$ cat src/core/adc_control_map.svh
// register offsets, field positions, reset values and divider counts
// assumes inclusion by the package and by the converter control module
`ifndef ADC_CONTROL_MAP_SVH
`define ADC_CONTROL_MAP_SVH

`define RESULT_BITS        12
`define PIN_COUNT          8

`define ADDR_PIN_ENABLE    8'h00
`define ADDR_CONTROL       8'h04
`define ADDR_CALIBRATION   8'h08
`define ADDR_RESULT        8'h0C
`define ADDR_STATUS        8'h10
`define ADDR_CLEAR         8'h14
`define ADDR_IRQ_ENABLE    8'h18
`define ADDR_WAKE          8'h1C

`define BIT_REF_SELECT     7
`define BIT_RATE_HI        6
`define BIT_RATE_LO        5
`define BIT_RUN            4
`define BIT_POWER          3
`define BIT_CHANNEL_HI     2
`define BIT_CHANNEL_LO     0
`define BIT_CAL_ENABLE     7
`define BIT_CAL_SIGN       6
`define BIT_MAG_HI         5
`define BIT_MAG_LO         3
`define BIT_DONE           0
`define BIT_WAKE_ENABLE    0

`define RESET_BYTE         8'h00
`define CAL_RESERVED       3'h0
`define RATE_DIV16         2'h0
`define RATE_DIV4          2'h1
`define RATE_DIV64         2'h2
`define RATE_RING          2'h3
`define LIMIT_DIV16        6'h0F
`define LIMIT_DIV4         6'h03
`define LIMIT_DIV64        6'h3F

`endif

$ cat src/core/adc_control_pkg.sv
// types shared by the converter control block
// assumes the register map header sits beside it
`include "adc_control_map.svh"
package adc_control_pkg;

	typedef enum logic [1:0] {
		SAR_IDLE,
		SAR_SAMPLE,
		SAR_CONVERT
	} sar_phase_type;

	typedef struct packed {
		logic [7:0]              pin_enable;
		logic                    reference_select;
		logic [1:0]              clock_rate;
		logic                    conversion_run;
		logic                    converter_power;
		logic [2:0]              channel;
		logic                    calibration_enable;
		logic                    offset_positive;
		logic [2:0]              offset_magnitude;
		logic [`RESULT_BITS-1:0] result;
		logic                    status_done;
		logic                    irq_enable_done;
		logic                    converter_wake_enable;
		logic                    shutoff;
		logic                    wake;
		logic [5:0]              divider;
		logic                    tick;
		logic                    ack;
		logic                    error;
		logic [31:0]             rdata;
	} control_state_type;

endpackage : adc_control_pkg

$ cat src/core/sar_link_if.sv
// signals between converter control and the approximation sequencer
// assumes both ends share one clock
interface sar_link_if #(parameter int WIDTH = 12);
	logic             start;
	logic             tick;
	logic             compare;
	logic             busy;
	logic             done;
	logic             sample;
	logic [WIDTH-1:0] trial;
	logic [WIDTH-1:0] result;

	modport control (output start, output tick, output compare,
		input busy, input done, input sample, input trial, input result);
	modport engine (input start, input tick, input compare,
		output busy, output done, output sample, output trial, output result);
endinterface : sar_link_if

$ cat src/core/sar_engine.sv
// successive approximation sequencer, one bit per conversion tick
// assumes the analog core compares its input against the trial code
`include "adc_control_map.svh"
module sar_engine
	import adc_control_pkg::*;
#(
	parameter int WIDTH = `RESULT_BITS
) (
	input  wire logic  clk,
	input  wire logic  resetn,
	sar_link_if.engine link
);
	localparam int IW = $clog2(WIDTH);

	typedef struct packed {
		sar_phase_type    phase;
		logic [IW-1:0]    index;
		logic [WIDTH-1:0] code;
		logic [WIDTH-1:0] result;
		logic             done;
	} sar_regs_type;

	sar_regs_type     r;
	sar_regs_type     next_r;
	logic [WIDTH-1:0] kept;

	always_comb begin
		kept = r.code;
		kept[r.index] = link.compare;
		next_r = r;
		next_r.done = 1'b0;
		case (r.phase)
			SAR_IDLE: begin
				if (link.start) begin
					next_r.phase = SAR_SAMPLE;
					next_r.code = '0;
				end
			end
			SAR_SAMPLE: begin
				// one tick of acquisition before the first trial
				if (link.tick) begin
					next_r.phase = SAR_CONVERT;
					next_r.index = IW'(WIDTH - 1);
					next_r.code[WIDTH-1] = 1'b1;
				end
			end
			SAR_CONVERT: begin
				if (link.tick) begin
					next_r.code = kept;
					if (r.index == '0) begin
						next_r.phase = SAR_IDLE;
						next_r.result = kept;
						next_r.done = 1'b1;
					end else begin
						next_r.index = r.index - 1'b1;
						next_r.code[r.index - 1'b1] = 1'b1;
					end
				end
			end
			default: next_r.phase = SAR_IDLE;
		endcase
	end

	always_ff @(posedge clk or negedge resetn) begin
		if (!resetn) begin
			r <= '0;
		end else begin
			r <= next_r;
		end
	end

	assign link.busy   = (r.phase != SAR_IDLE);
	assign link.sample = (r.phase == SAR_SAMPLE);
	assign link.trial  = r.code;
	assign link.result = r.result;
	assign link.done   = r.done;

	a_done_ends_busy: assert property (
		@(posedge clk) disable iff (!resetn)
		link.done |-> !link.busy && $past(r.phase) == SAR_CONVERT)
		else $error("done without a finished conversion");

endmodule : sar_engine

$ cat src/core/adc_control.sv
// converter control: registers over APB, clock rate, pin routing, events
// assumes APB on REF_CLK and an analog core driven by the trial code
`include "adc_control_map.svh"

// Summary of operation
// - each enable bit makes the matching port-6 pin an analog input
// - pin 0 goes to comparator first, then analog channel 0, then I/O
// - reference select 0 uses supply, 1 uses external reference pin
// - shared pin: reference beats third PWM output beats digital I/O
// - rate field picks oscillator divide 16, 4, 64 or ring oscillator
// - software only sets run; hardware clears it on completion
// - power bit 0 turns the resistor reference off, 1 lets it run
// - channel field routes analog input n to the converter
// - channel changes only while done flag and run are both low
// - calibration bit 7 enables offset calibration
// - calibration bit 6 picks positive or negative offset
// - magnitude applies twice its value in LSBs, emulator once
// - calibration bits 2 to 0 always read zero
// - pin enable and control registers reset to zero
// - a 12-bit result comes from successive approximation
// - done flag sets regardless of mask; request needs flag and mask
// - completion loads result, clears run, sets done flag
// - completion in sleep wakes if enabled, else shuts converter off
module adc_control
	import adc_control_pkg::*;
#(
	parameter bit EMULATOR_STEP = 1'b0
) (
	input  wire logic                    REF_CLK,
	input  wire logic                    RESETN,
	input  wire logic                    PSEL,
	input  wire logic                    PENABLE,
	input  wire logic                    PWRITE,
	input  wire logic [7:0]              PADDR,
	input  wire logic [31:0]             PWDATA,
	output logic      [31:0]             PRDATA,
	output logic                         PREADY,
	output logic                         PSLVERR,
	input  wire logic                    RING_OSC_TICK,
	input  wire logic                    COMPARE_HIGH,
	input  wire logic                    COMPARATOR_PIN_REQUEST,
	input  wire logic                    PWM3_REQUEST,
	input  wire logic                    SLEEP,
	output logic      [7:0]              ANALOG_PIN,
	output logic                         PIN0_COMPARATOR,
	output logic                         PIN0_DIGITAL,
	output logic                         REFERENCE_EXTERNAL,
	output logic                         SHARED_PIN_REFERENCE,
	output logic                         SHARED_PIN_PWM,
	output logic                         SHARED_PIN_DIGITAL,
	output logic                         REFERENCE_POWER,
	output logic      [2:0]              CHANNEL_SELECT,
	output logic                         SAMPLE,
	output logic      [`RESULT_BITS-1:0] TRIAL_CODE,
	output logic      [`RESULT_BITS-1:0] RESULT,
	output logic                         CAL_ENABLE,
	output logic                         CAL_POSITIVE,
	output logic      [3:0]              CAL_OFFSET_LSB,
	output logic                         WAKE,
	output logic                         IRQ
);
	control_state_type s;
	control_state_type next_s;
	logic              access;
	logic              wr_take;
	logic              ctrl_write;
	logic              mask_write;
	logic              clear_write;
	logic              channel_open;
	logic [5:0]        limit;
	logic [31:0]       read_word;
	logic              read_ok;

	sar_link_if #(.WIDTH(`RESULT_BITS)) link ();

	sar_engine #(.WIDTH(`RESULT_BITS)) engine (
		.clk    (REF_CLK),
		.resetn (RESETN),
		.link   (link)
	);

	// one wait state so read data can come from a flip-flop
	assign access     = PSEL & PENABLE;
	assign wr_take    = access & PWRITE & s.ack;
	assign ctrl_write = wr_take & (PADDR == `ADDR_CONTROL);
	assign mask_write = wr_take & (PADDR == `ADDR_IRQ_ENABLE);
	assign clear_write = wr_take & (PADDR == `ADDR_CLEAR);
	assign channel_open = !s.conversion_run && !s.status_done;

	// start needs the done pulse masked: run falls one edge after it
	assign link.start   = s.conversion_run & ~link.busy & ~link.done;
	assign link.tick    = s.tick;
	assign link.compare = COMPARE_HIGH;

	always_comb begin
		case (s.clock_rate)
			`RATE_DIV4:  limit = `LIMIT_DIV4;
			`RATE_DIV64: limit = `LIMIT_DIV64;
			default:     limit = `LIMIT_DIV16;
		endcase
	end

	always_comb begin
		read_ok = 1'b1;
		read_word = '0;
		if (PADDR == `ADDR_PIN_ENABLE) begin
			read_word[7:0] = s.pin_enable;
		end else if (PADDR == `ADDR_CONTROL) begin
			read_word[7:0] = {s.reference_select, s.clock_rate,
				s.conversion_run, s.converter_power, s.channel};
		end else if (PADDR == `ADDR_CALIBRATION) begin
			read_word[7:0] = {s.calibration_enable, s.offset_positive,
				s.offset_magnitude, `CAL_RESERVED};
		end else if (PADDR == `ADDR_RESULT) begin
			read_word[`RESULT_BITS-1:0] = s.result;
		end else if (PADDR == `ADDR_STATUS) begin
			read_word[`BIT_DONE] = s.status_done;
		end else if (PADDR == `ADDR_CLEAR) begin
			read_word = '0;
		end else if (PADDR == `ADDR_IRQ_ENABLE) begin
			read_word[`BIT_DONE] = s.irq_enable_done;
		end else if (PADDR == `ADDR_WAKE) begin
			read_word[`BIT_WAKE_ENABLE] = s.converter_wake_enable;
		end else begin
			read_ok = 1'b0;
		end
	end

	always_comb begin
		next_s = s;
		next_s.wake = 1'b0;
		next_s.tick = 1'b0;

		// bus handshake and registered read data
		next_s.ack = access & ~s.ack;
		if (access && !s.ack) begin
			next_s.rdata = PWRITE ? '0 : read_word;
			next_s.error = ~read_ok;
		end

		// conversion clock enable
		if (s.clock_rate == `RATE_RING) begin
			next_s.divider = '0;
			next_s.tick = RING_OSC_TICK;
		end else if (s.divider >= limit) begin
			next_s.divider = '0;
			next_s.tick = 1'b1;
		end else begin
			next_s.divider = s.divider + 1'b1;
		end

		// completion: result and run; the done flag is set after the writes
		if (link.done) begin
			next_s.result = link.result;
			next_s.conversion_run = 1'b0;
		end

		// register writes
		if (wr_take) begin
			if (PADDR == `ADDR_PIN_ENABLE) begin
				next_s.pin_enable = PWDATA[7:0];
			end else if (PADDR == `ADDR_CONTROL) begin
				next_s.reference_select = PWDATA[`BIT_REF_SELECT];
				next_s.clock_rate = PWDATA[`BIT_RATE_HI:`BIT_RATE_LO];
				next_s.converter_power = PWDATA[`BIT_POWER];
				// only a set reaches the run bit
				if (PWDATA[`BIT_RUN]) begin
					next_s.conversion_run = 1'b1;
				end
				if (channel_open) begin
					next_s.channel =
						PWDATA[`BIT_CHANNEL_HI:`BIT_CHANNEL_LO];
				end
			end else if (PADDR == `ADDR_CALIBRATION) begin
				next_s.calibration_enable = PWDATA[`BIT_CAL_ENABLE];
				next_s.offset_positive = PWDATA[`BIT_CAL_SIGN];
				next_s.offset_magnitude = PWDATA[`BIT_MAG_HI:`BIT_MAG_LO];
			end else if (PADDR == `ADDR_CLEAR) begin
				if (PWDATA[`BIT_DONE]) begin
					next_s.status_done = 1'b0;
				end
			end else if (PADDR == `ADDR_IRQ_ENABLE) begin
				next_s.irq_enable_done = PWDATA[`BIT_DONE];
			end else if (PADDR == `ADDR_WAKE) begin
				next_s.converter_wake_enable = PWDATA[`BIT_WAKE_ENABLE];
			end
		end

		// set wins over a clear in the same cycle, mask not consulted
		if (link.done) begin
			next_s.status_done = 1'b1;
		end

		// sleep completion: wake, or shut the converter off
		if (link.done && SLEEP) begin
			if (s.converter_wake_enable) begin
				next_s.wake = 1'b1;
			end else begin
				next_s.shutoff = 1'b1;
			end
		end
		if (!SLEEP) begin
			next_s.shutoff = 1'b0;
		end
	end

	always_ff @(posedge REF_CLK or negedge RESETN) begin
		if (!RESETN) begin
			s <= '0;
		end else begin
			s <= next_s;
		end
	end

	// per-pin routing; pin 0 yields to the comparator output
	genvar pin;
	generate
		for (pin = 0; pin < `PIN_COUNT; pin++) begin : g_pin
			if (pin == 0) begin : g_shared
				assign ANALOG_PIN[pin] = s.pin_enable[pin] &
					~COMPARATOR_PIN_REQUEST;
			end else begin : g_plain
				assign ANALOG_PIN[pin] = s.pin_enable[pin];
			end
		end
	endgenerate

	assign PIN0_COMPARATOR = COMPARATOR_PIN_REQUEST;
	assign PIN0_DIGITAL = ~COMPARATOR_PIN_REQUEST & ~s.pin_enable[0];

	// software must drop the pwm request; the reference wins regardless
	assign REFERENCE_EXTERNAL   = s.reference_select;
	assign SHARED_PIN_REFERENCE = s.reference_select;
	assign SHARED_PIN_PWM       = ~s.reference_select & PWM3_REQUEST;
	assign SHARED_PIN_DIGITAL   = ~s.reference_select & ~PWM3_REQUEST;

	assign REFERENCE_POWER = s.converter_power & ~s.shutoff;
	assign CHANNEL_SELECT  = s.channel;
	assign SAMPLE          = link.sample;
	assign TRIAL_CODE      = link.trial;
	assign RESULT          = s.result;

	assign CAL_ENABLE     = s.calibration_enable;
	assign CAL_POSITIVE   = s.offset_positive;
	assign CAL_OFFSET_LSB = EMULATOR_STEP ? {1'b0, s.offset_magnitude}
		: {s.offset_magnitude, 1'b0};

	assign WAKE    = s.wake;
	assign IRQ     = s.status_done & s.irq_enable_done;
	assign PRDATA  = s.rdata;
	assign PREADY  = s.ack;
	assign PSLVERR = s.ack & s.error;

	a_channel_held: assert property (
		@(posedge REF_CLK) disable iff (!RESETN)
		!channel_open |=> $stable(s.channel))
		else $error("channel changed while busy or flagged");

	a_blocked_write: assert property (
		@(posedge REF_CLK) disable iff (!RESETN)
		ctrl_write && !channel_open |=>
		s.converter_power == $past(PWDATA[`BIT_POWER]))
		else $error("blocked channel write dropped other bits");

	a_run_sticky: assert property (
		@(posedge REF_CLK) disable iff (!RESETN)
		s.conversion_run && !link.done |=> s.conversion_run)
		else $error("run bit cleared without completion");

	a_run_set: assert property (
		@(posedge REF_CLK) disable iff (!RESETN)
		ctrl_write && PWDATA[`BIT_RUN] |=> s.conversion_run)
		else $error("software set of the run bit lost");

	a_done_clears: assert property (
		@(posedge REF_CLK) disable iff (!RESETN)
		link.done && !(ctrl_write && PWDATA[`BIT_RUN]) |=>
		!s.conversion_run && s.status_done && s.result == $past(link.result))
		else $error("completion effects missing");

	// a mask write in the completion cycle legally changes the outcome
	a_irq_follows: assert property (
		@(posedge REF_CLK) disable iff (!RESETN)
		link.done && s.irq_enable_done && !mask_write |=> IRQ)
		else $error("enabled completion raised no request");

	a_flag_unmasked: assert property (
		@(posedge REF_CLK) disable iff (!RESETN)
		link.done && !s.irq_enable_done && !mask_write
		|=> s.status_done && !IRQ)
		else $error("flag not set or masked request leaked");

	a_flag_clear: assert property (
		@(posedge REF_CLK) disable iff (!RESETN)
		clear_write && PWDATA[`BIT_DONE] && !link.done |=> !s.status_done)
		else $error("done flag not cleared by software");

	a_sleep_off: assert property (
		@(posedge REF_CLK) disable iff (!RESETN)
		link.done && SLEEP && !s.converter_wake_enable ##1 SLEEP
		|-> !REFERENCE_POWER && !WAKE)
		else $error("converter stayed on after sleep completion");

	a_sleep_wake: assert property (
		@(posedge REF_CLK) disable iff (!RESETN)
		link.done && SLEEP && s.converter_wake_enable |=> WAKE ##1 !WAKE)
		else $error("wake pulse missing or too long");

	a_power_back: assert property (
		@(posedge REF_CLK) disable iff (!RESETN)
		!SLEEP |=> REFERENCE_POWER == s.converter_power)
		else $error("reference power not restored after sleep");

	a_cal_zero: assert property (
		@(posedge REF_CLK) disable iff (!RESETN)
		access && !s.ack && !PWRITE && PADDR == `ADDR_CALIBRATION
		|=> PREADY && PRDATA[2:0] == `CAL_RESERVED)
		else $error("reserved calibration bits not zero");

	a_ready_wait: assert property (@(posedge REF_CLK) disable iff (!RESETN)
		access && !s.ack |=> PREADY ##1 !PREADY)
		else $error("ready not after exactly one wait state");

	a_shared_ref: assert property (
		@(posedge REF_CLK) disable iff (!RESETN)
		s.reference_select |-> SHARED_PIN_REFERENCE && !SHARED_PIN_PWM
		&& !SHARED_PIN_DIGITAL)
		else $error("shared pin not given to reference");

	a_pin0_order: assert property (
		@(posedge REF_CLK) disable iff (!RESETN)
		COMPARATOR_PIN_REQUEST |-> !ANALOG_PIN[0] && !PIN0_DIGITAL)
		else $error("pin 0 not given to comparator");

	a_ring_tick: assert property (
		@(posedge REF_CLK) disable iff (!RESETN)
		s.clock_rate == `RATE_RING && RING_OSC_TICK |=> s.tick)
		else $error("ring oscillator tick not passed on");

	a_rate_div4: assert property (
		@(posedge REF_CLK) disable iff (!RESETN)
		s.tick && s.clock_rate == `RATE_DIV4 ##1
		(s.clock_rate == `RATE_DIV4) [*4] |-> s.tick)
		else $error("divide by 4 tick spacing wrong");

endmodule : adc_control

$ cat config.mk
export PLATFORM = sky130hd
export DESIGN_NAME = adc_control
export DESIGN_NICKNAME = d
export VERILOG_FILES = /design/src/core/adc_control_pkg.sv /design/src/core/sar_link_if.sv /design/src/core/sar_engine.sv /design/src/core/adc_control.sv
export VERILOG_INCLUDE_DIRS = /design/src /design/src/core
export SDC_FILE = /design/constraint.sdc
export NUM_CORES = 1
export LEC_CHECK = 0
export BUFFER_PORTS_ARGS = -buffer_cell sky130_fd_sc_hd__buf_2
export CORE_MARGIN = 2
export CORE_UTILIZATION = 49
export CTS_BUF_LIST = sky130_fd_sc_hd__clkbuf_4 sky130_fd_sc_hd__clkbuf_8
export CTS_CLUSTER_DIAMETER = 200
export DETAILED_ROUTE_END_ITERATION = 10
export GPL_ROUTABILITY_DRIVEN = 0
export HOLD_SLACK_MARGIN = 0.15
export PLACE_DENSITY = 0.78
export RECOVER_POWER = 100
export SETUP_SLACK_MARGIN = 0.05
export SLEW_MARGIN = 20
export SYNTH_ARGS = -nofsm -noshare
export SYNTH_HDL_FRONTEND = slang
export SYNTH_SLANG_ARGS = --single-unit
$ cat constraint.sdc
create_clock -name REF_CLK -period 2 [get_ports REF_CLK]
set_input_delay 0.5 -clock REF_CLK [delete_from_list [all_inputs] [get_ports REF_CLK]]
set_output_delay 0.5 -clock REF_CLK [all_outputs]
set_load 0.01 [all_outputs]
==> out/metrics.yaml, run 1 <==
synth.most_common_cell: "dfrtp_1"
crit_cells: 5
skew_ns: 0.0104
drive_above_1_share_pct: 21.6
ant_nets: 0
cts_root_buf: "clkbuf_8"
crit_end: "CHANNEL_SELECT[1]"
cp_common_cell: "or4_4"
slew_headroom_pct: 43.1
die_h_um: 104
antenna_cells: 0
grt_start_max_net_pins: 36
p_seq_share_pct: 44.3
cpMaxStageDelayCell: "or4_4"
worstPathArrival_ns: 2.29
finalSetupViolations: 3
cts_buffers: 9
synth_top_cell_by_area: "dfrtp_1"
drc: 0
tightest_slew_ns: 0.854
maxSlewViolCount: 0
finalCritPeriodShare_pct: 101
ios: 135
clk_path_buf_depth: 2
syn2layout_area_growth_pct: 9.24
async_reset_ff_share_pct: 100
crit_family: "simple AND/OR/NAND/NOR gates"
clock_latency_ns: 0.36
synth-seq-cells: 90
syn_area_um2: 4940
period_minus_slack_ns: 2.03
p_total_mw: 5.36
h-tree-depth: 3
via_count: 3668
synth_top_cell_area_share_pct: 45.6
hold_path.class: "in2reg"
ir_worst_vdd_v: 0.000610
floorplan.initialDensity_pct: 50.6
clockPowerShare_pct: 24.4
grt_usage_pct: 20.4
cp-startpoint: "PADDR[4]"
die-area_um2: 10900
clock-sinks: 90
die_w_um: 104
critical_path_class: "in2reg"
drt_wl_total_mm: 10.9
status: "finished, violations left"
cp-end-kind: "flop"
num_rows: 36
grt-ovfl-total: 0
synth_edf_count: 0
design.core.area_um2: 9770
rrSetupSlack_ns: 0.11
drv_cap: 0
yosys_warnings: 0
cts_setup_buffers: 0
p_int_mw: 3.42
vias_per_cell: 5.40
reg2reg_depth: 4
fillers: 899
dr.pass1.iters: 4
worst_slack_ns: -0.0283
cp_num_buf_inv: 1
violations: "setup timing"
seq_area_frac_synth_pct: 45.6
wl_per_cell_um: 16.1
cp-start-kind: "input port"
yosys-top-cells-count: "dfrtp_1 (90), buf_4 (73), nand2_1 (45)"
path_cells: "buf_6 > or4_4 > or4_4 > or3_4 > mux2_4"
avgSynthCellArea_um2: 10.2
power_density_nw_per_um2: 993
drt-initial-drc-count: 205
num-nets-final: 600
dp_hpwl_mm: 8.05
synthTopCellsByArea: "dfrtp_1 (46%), buf_4 (11%), mux2_2 (7.1%)"
slowest_delay_ns: 0.56
grt_pass1_wl_mm: 17.8
reg2reg_from: "PREADY"
switchingPower_mw: 1.94
fmax_mhz: 493
first_global_vias: 3548
critPathMaxFanout: 5
tritoncts: "yes"
ys.flop_type: "dfrtp_1"
antenna_found_initial: 0
grt_setup_unrepaired: "true"
crit_required_ns: 2.26
port_buffers: 89
leakagePower_nw: 2.60
final-hold-violation-count: 0
reg2reg_to: "CHANNEL_SELECT[1]"
clk_pin_slew_worst_paths_ns: 0.10
p_comb_share_pct: 31.3
ys_types: 52
netSwitchingFraction_pct: 36.2
placed_area_um2: 5230
fin_area_um2: 5400
synth_cells: 486
## flip-flops by register name (all words and copies together) (netlist names)
| name | count |
|---|---|
| CAL_POSITIVE | 1 |
| WAKE | 1 |
| CHANNEL_SELECT | 3 |
| PRDATA | 12 |
| engine.r | 6 |
| engine.link.done | 1 |
| CAL_ENABLE | 1 |
| CAL_OFFSET_LSB | 3 |
| engine.link.result | 12 |
| RESULT | 12 |
| s | 16 |
| PREADY | 1 |
| engine.link.trial | 12 |
| REFERENCE_EXTERNAL | 1 |
| link.tick | 1 |
| ANALOG_PIN | 7 |
## cells in the final DEF, fill, tap and decap left out, types with 4 or more instances in the layout
| master | n |
|---|---|
| a21oi_1 | 16 |
| a22o_1 | 8 |
| a32o_1 | 5 |
| buf_2 | 26 |
| buf_4 | 22 |
| clkbuf_1 | 64 |
| clkbuf_8 | 10 |
| conb_1 | 21 |
| dfrtp_1 | 90 |
| ha_1 | 8 |
| inv_1 | 19 |
| mux2_2 | 23 |
| mux2_4 | 11 |
| mux2i_1 | 18 |
| nand2_1 | 45 |
| nand2b_1 | 9 |
| nand3_1 | 8 |
| nand3b_1 | 6 |
| nor2_1 | 19 |
| nor2b_1 | 7 |
| nor3_1 | 5 |
| o211ai_1 | 4 |
| o21ai_0 | 28 |
| o22ai_1 | 6 |
## per-layer routing
metal	vias to the layer above	global-route usage, %	wire [µm]
li1	1709	-	-
met1	1805	26.6	4740
met2	132	33.6	5320
met3	22	4.64	611
met4	0	6.85	257
met5	-	0	0
## repair_timing
item,4_1_cts,5_1_grt
hold endpoints to repair,32,0
endpoints found under the setup margin,17,20
gates resized for setup,12,2
pin swaps,2,1
hold buffers,1,0
## cell type report
class                           instances  area [µm²]  area share [%]
Multi-Input combinational cell        302        2100            38.9
Clock inverter                          6        72.6            1.34
Tap cell                              133         166            3.08
Clock buffer                           10         138            2.55
Inverter                               19        71.3            1.32
Timing Repair Buffer                  119         599            11.1
Sequential cell                        90        2250            41.7
## worst min path at each step
stage                          start                    end  slack [ns]  cells after the start
6_report               RING_OSC_TICK              link.tick        0.35                      2
5_1_grt                RING_OSC_TICK              link.tick        0.34                      2
4_1_cts                RING_OSC_TICK              link.tick        0.34                      2
3_5_place_dp   engine.link.result[2]  engine.link.result[2]        0.47                      2
3_3_place_gp                   s[35]                  s[35]        0.45                      1
2_1_floorplan                 RESETN          ANALOG_PIN[1]        0.20                      0
## kinds of logic (layout without fill, tap and decap cells)
family	after synthesis	count (layout)	share of synthesized area [%]
other	1	21	0.0759
buffers and inverters	114	154	14.5
AO/OA/AOI/OAI	91	91	12.0
multiplexers	52	52	11.6
XOR/XNOR	4	4	0.709
flip-flops	90	90	45.6
adder cells (fa/ha/maj)	9	9	2.28
AND/OR/NAND/NOR	125	125	13.2
## power by group through the flow
| stage | Combinational, mW | Clock (mW) | Sequential, mW |
|---|---|---|---|
| 2_1_floorplan | 1.32 | 0 | 2.30 |
| 3_3_place_gp | 1.59 | 0 | 2.39 |
| 3_5_place_dp | 1.66 | 0 | 2.41 |
| 4_1_cts | 1.70 | 1.33 | 2.37 |
| 5_1_grt | 1.86 | 1.40 | 2.41 |
| 6_report | 1.68 | 1.31 | 2.38 |
## stage by stage
stage / TNS [ns] / cells / hold WS (ns) / worst slack [ns] / utilization [%]
2_1_floorplan: -4.88 / 506 / 0.204 / -0.365 / -
3_3_place_gp: -7.30 / 662 / 0.445 / -0.388 / 53.5
3_5_place_dp: -7.67 / 662 / 0.468 / -0.420 / 53.5
4_1_cts: -0.0212 / 679 / 0.343 / -0.0133 / 56.3
5_1_grt: -0.0798 / 679 / 0.339 / -0.0301 / 55.2
6_report: -0.0668 / 679 / 0.346 / -0.0283 / 55.2
Power figures use the tool's default switching activity.
==> run 2, diff against run 1 <==
Settings changed: CELL_PAD_IN_SITES_DETAIL_PLACEMENT set to 0, CELL_PAD_IN_SITES_GLOBAL_PLACEMENT set to 2, CORE_UTILIZATION 49 to 30.
==> run 2 against run 1 <==
The run still ends with setup timing left. Hold slack better by 0.034 ns. Die area grew 61%. Register-to-register slack hardly changed. Critical endpoint is now CHANNEL_SELECT[2]. Largest power group unchanged.
==> out/metrics.yaml, run 2 (same netlist as run 1, synthesis figures left out) <==
floorplan.initialDensity_pct: 30.9  # was 50.6%
mostFrequentLayoutCells: "dfrtp_1 (90), clkbuf_1 (70), nand2_1 (45)"  # was dfrtp_1 (90), clkbuf_1 (64), nand2_1 (45)
fmax_mhz: 494  # was 493 MHz
finalCritPeriodShare_pct: 101  # about the same
cts_root_buf: "clkbuf_8"  # unchanged
skew_ns: 0.0127  # was 0.0104 ns
clk_path_buf_depth: 2  # unchanged
final-hold-violation-count: 0  # unchanged
met1_usage_pct: 18.3  # was 26.6%
critical_path_class: "in2reg"  # unchanged
grt_setup_unrepaired: "true"  # unchanged
h-tree-depth: 3  # unchanged
gr-usage-met3_pct: 3.65  # was 4.64%
cp_common_cell: "or4_4"  # unchanged
cp-end-kind: "flop"  # unchanged
grt_pass1_wl_mm: 19.7  # was 17.8 mm
worst_slack_ns: -0.0247  # was -0.0283 ns
port_buffers: 89  # unchanged
grt_usage_pct: 14.2  # was 20.4%
largest-register: "s"  # unchanged
ant_nets: 0  # unchanged
first_global_vias: 3661  # was 3548
vias_per_cell: 4.70  # was 5.40
dp_slack_ns: -0.411  # was -0.420 ns
path_cells: "buf_6 > or4_4 > or4_4 > or3_4 > mux2_4"  # unchanged
num_rows: 46  # was 36
clk_pin_slew_worst_paths_ns: 0.08  # was 0.10 ns
drt-initial-drc-count: 168  # was 205
antenna_cells: 0  # unchanged
ios: 135  # unchanged
cts_buffers: 9  # unchanged
fin_area_um2: 5460  # was 5400 µm²
tritoncts: "yes"  # unchanged
critPathMaxFanout: 5  # unchanged
grt-ovfl-total: 0  # unchanged
final_util_pct: 34.1  # was 55.2%
cp-start-kind: "input port"  # unchanged
status: "finished, violations left"  # unchanged
placed_area_um2: 5340  # was 5230 µm²
syn2layout_area_growth_pct: 10.4  # was 9.24%
wl_per_cell_um: 15.7  # was 16.1 µm
power_density_nw_per_um2: 952  # was 993 nW/µm²
drv_cap: 0  # unchanged
drive_above_1_share_pct: 20.3  # was 21.6%
cpMaxStageDelayCell: "or4_4"  # unchanged
hold_path.class: "in2reg"  # unchanged
tightest_slew_ns: 0.807  # was 0.854 ns
maxSlewViolCount: 0  # unchanged
grt_start_max_net_pins: 36  # unchanged
drc: 0  # unchanged
slowest_delay_ns: 0.57  # was 0.56 ns
ir_worst_vdd_v: 0.000313  # was 0.000610 V
num-nets-final: 602  # was 600
dp_hpwl_mm: 8.92  # was 8.05 mm
largest_reg_flops: 16  # unchanged
violations: "setup timing"  # unchanged
clock_latency_ns: 0.37  # was 0.36 ns
worstPathArrival_ns: 2.27  # was 2.29 ns
dr.pass1.iters: 6  # was 4
grt.busiest_layer: "met2"  # unchanged
period_minus_slack_ns: 2.02  # was 2.03 ns
holdWs_ns: 0.380  # was 0.346 ns
design.core.area_um2: 16000  # was 9770 µm²
antenna_found_initial: 0  # unchanged
die_w_um: 132  # was 104 µm
leakagePower_nw: 2.57  # was 2.60 nW
finalSetupViolations: 3  # unchanged
final_common_cell: "dfrtp_1"  # unchanged
die-area_um2: 17500  # was 10900 µm²
crit_required_ns: 2.25  # was 2.26 ns
slew_headroom_pct: 46.2  # was 43.1%
via_count: 3594  # was 3668
drt_wl_total_mm: 12.0  # was 10.9 mm
clock-sinks: 90  # unchanged
grtUsageMet2_pct: 23.0  # was 33.6%
die_h_um: 132  # was 104 µm
[run 2: cell types whose count changed in the layout (fill, tap and decap cells not counted), sizes merged]
cell      delta
clkbuf       +8
buf          -6
inv          -1
bufinv       -1
clkinvlp     +2
[run 2: layout make-up]
class,instances,area [µm²]
multi-input combinational,302,2090
sequential,90,2250
tap,216,270
clock buffer,10,138
timing repair buffer,121,589
fill,1722,10500
inverter,19,71.3
clock inverter,6,41.3
[run 2: worst paths after layout]
check,start,slack [ns],endpoint,depth (start not counted)
setup reg to reg,PREADY,0.12,CHANNEL_SELECT[2],4
hold reg to reg,s[35],0.46,s[35],1
max in group asynchronous,RESETN,0.31,engine.r[30],3
setup / recovery,PADDR[4],-0.02,CHANNEL_SELECT[2],5
hold / removal,SLEEP,0.38,s[42],2
min in group asynchronous,RESETN,0.73,PRDATA[2],2
[run 2: layer usage]
metal / part of all wire, % / vias up
li1: - / 1709
met4: 1.4 / 0
met3: 5.4 / 14
met5: 0 / -
met2: 47 / 105
met1: 46 / 1766
[run 2: worst max-delay path: cells and delay by family]
kind	cells	cell delay, ns
simple gates	3	1.38
mux	1	0.31
buf+inv	1	0.09
[run 2: timing repair]
item / in CTS / in global routing
resized for setup: 11 / 3
buffers inserted: 1 / 0
endpoints found under the setup margin: 16 / 18
hold endpoints to repair: 27 / 0
pin swaps: 2 / 2
hold buffers: 1 / 0
[run 2: where the power goes]
part	switching, mW	leakage (nW)	internal, mW
combinational	0.969	1.28	0.674
sequential	0.294	1.20	2.10
clock	0.671	0.0847	0.485
total	1.93	2.57	3.26
[run 2: through the flow]
stage	instances	TNS [ns]	power, mW
2_1_floorplan	506	-4.88	3.62
3_3_place_gp	746	-7.56	4.07
3_5_place_dp	746	-7.75	4.11
4_1_cts	764	-0.00186	5.28
5_1_grt	764	-0.0550	5.61
6_report	764	-0.0661	5.19
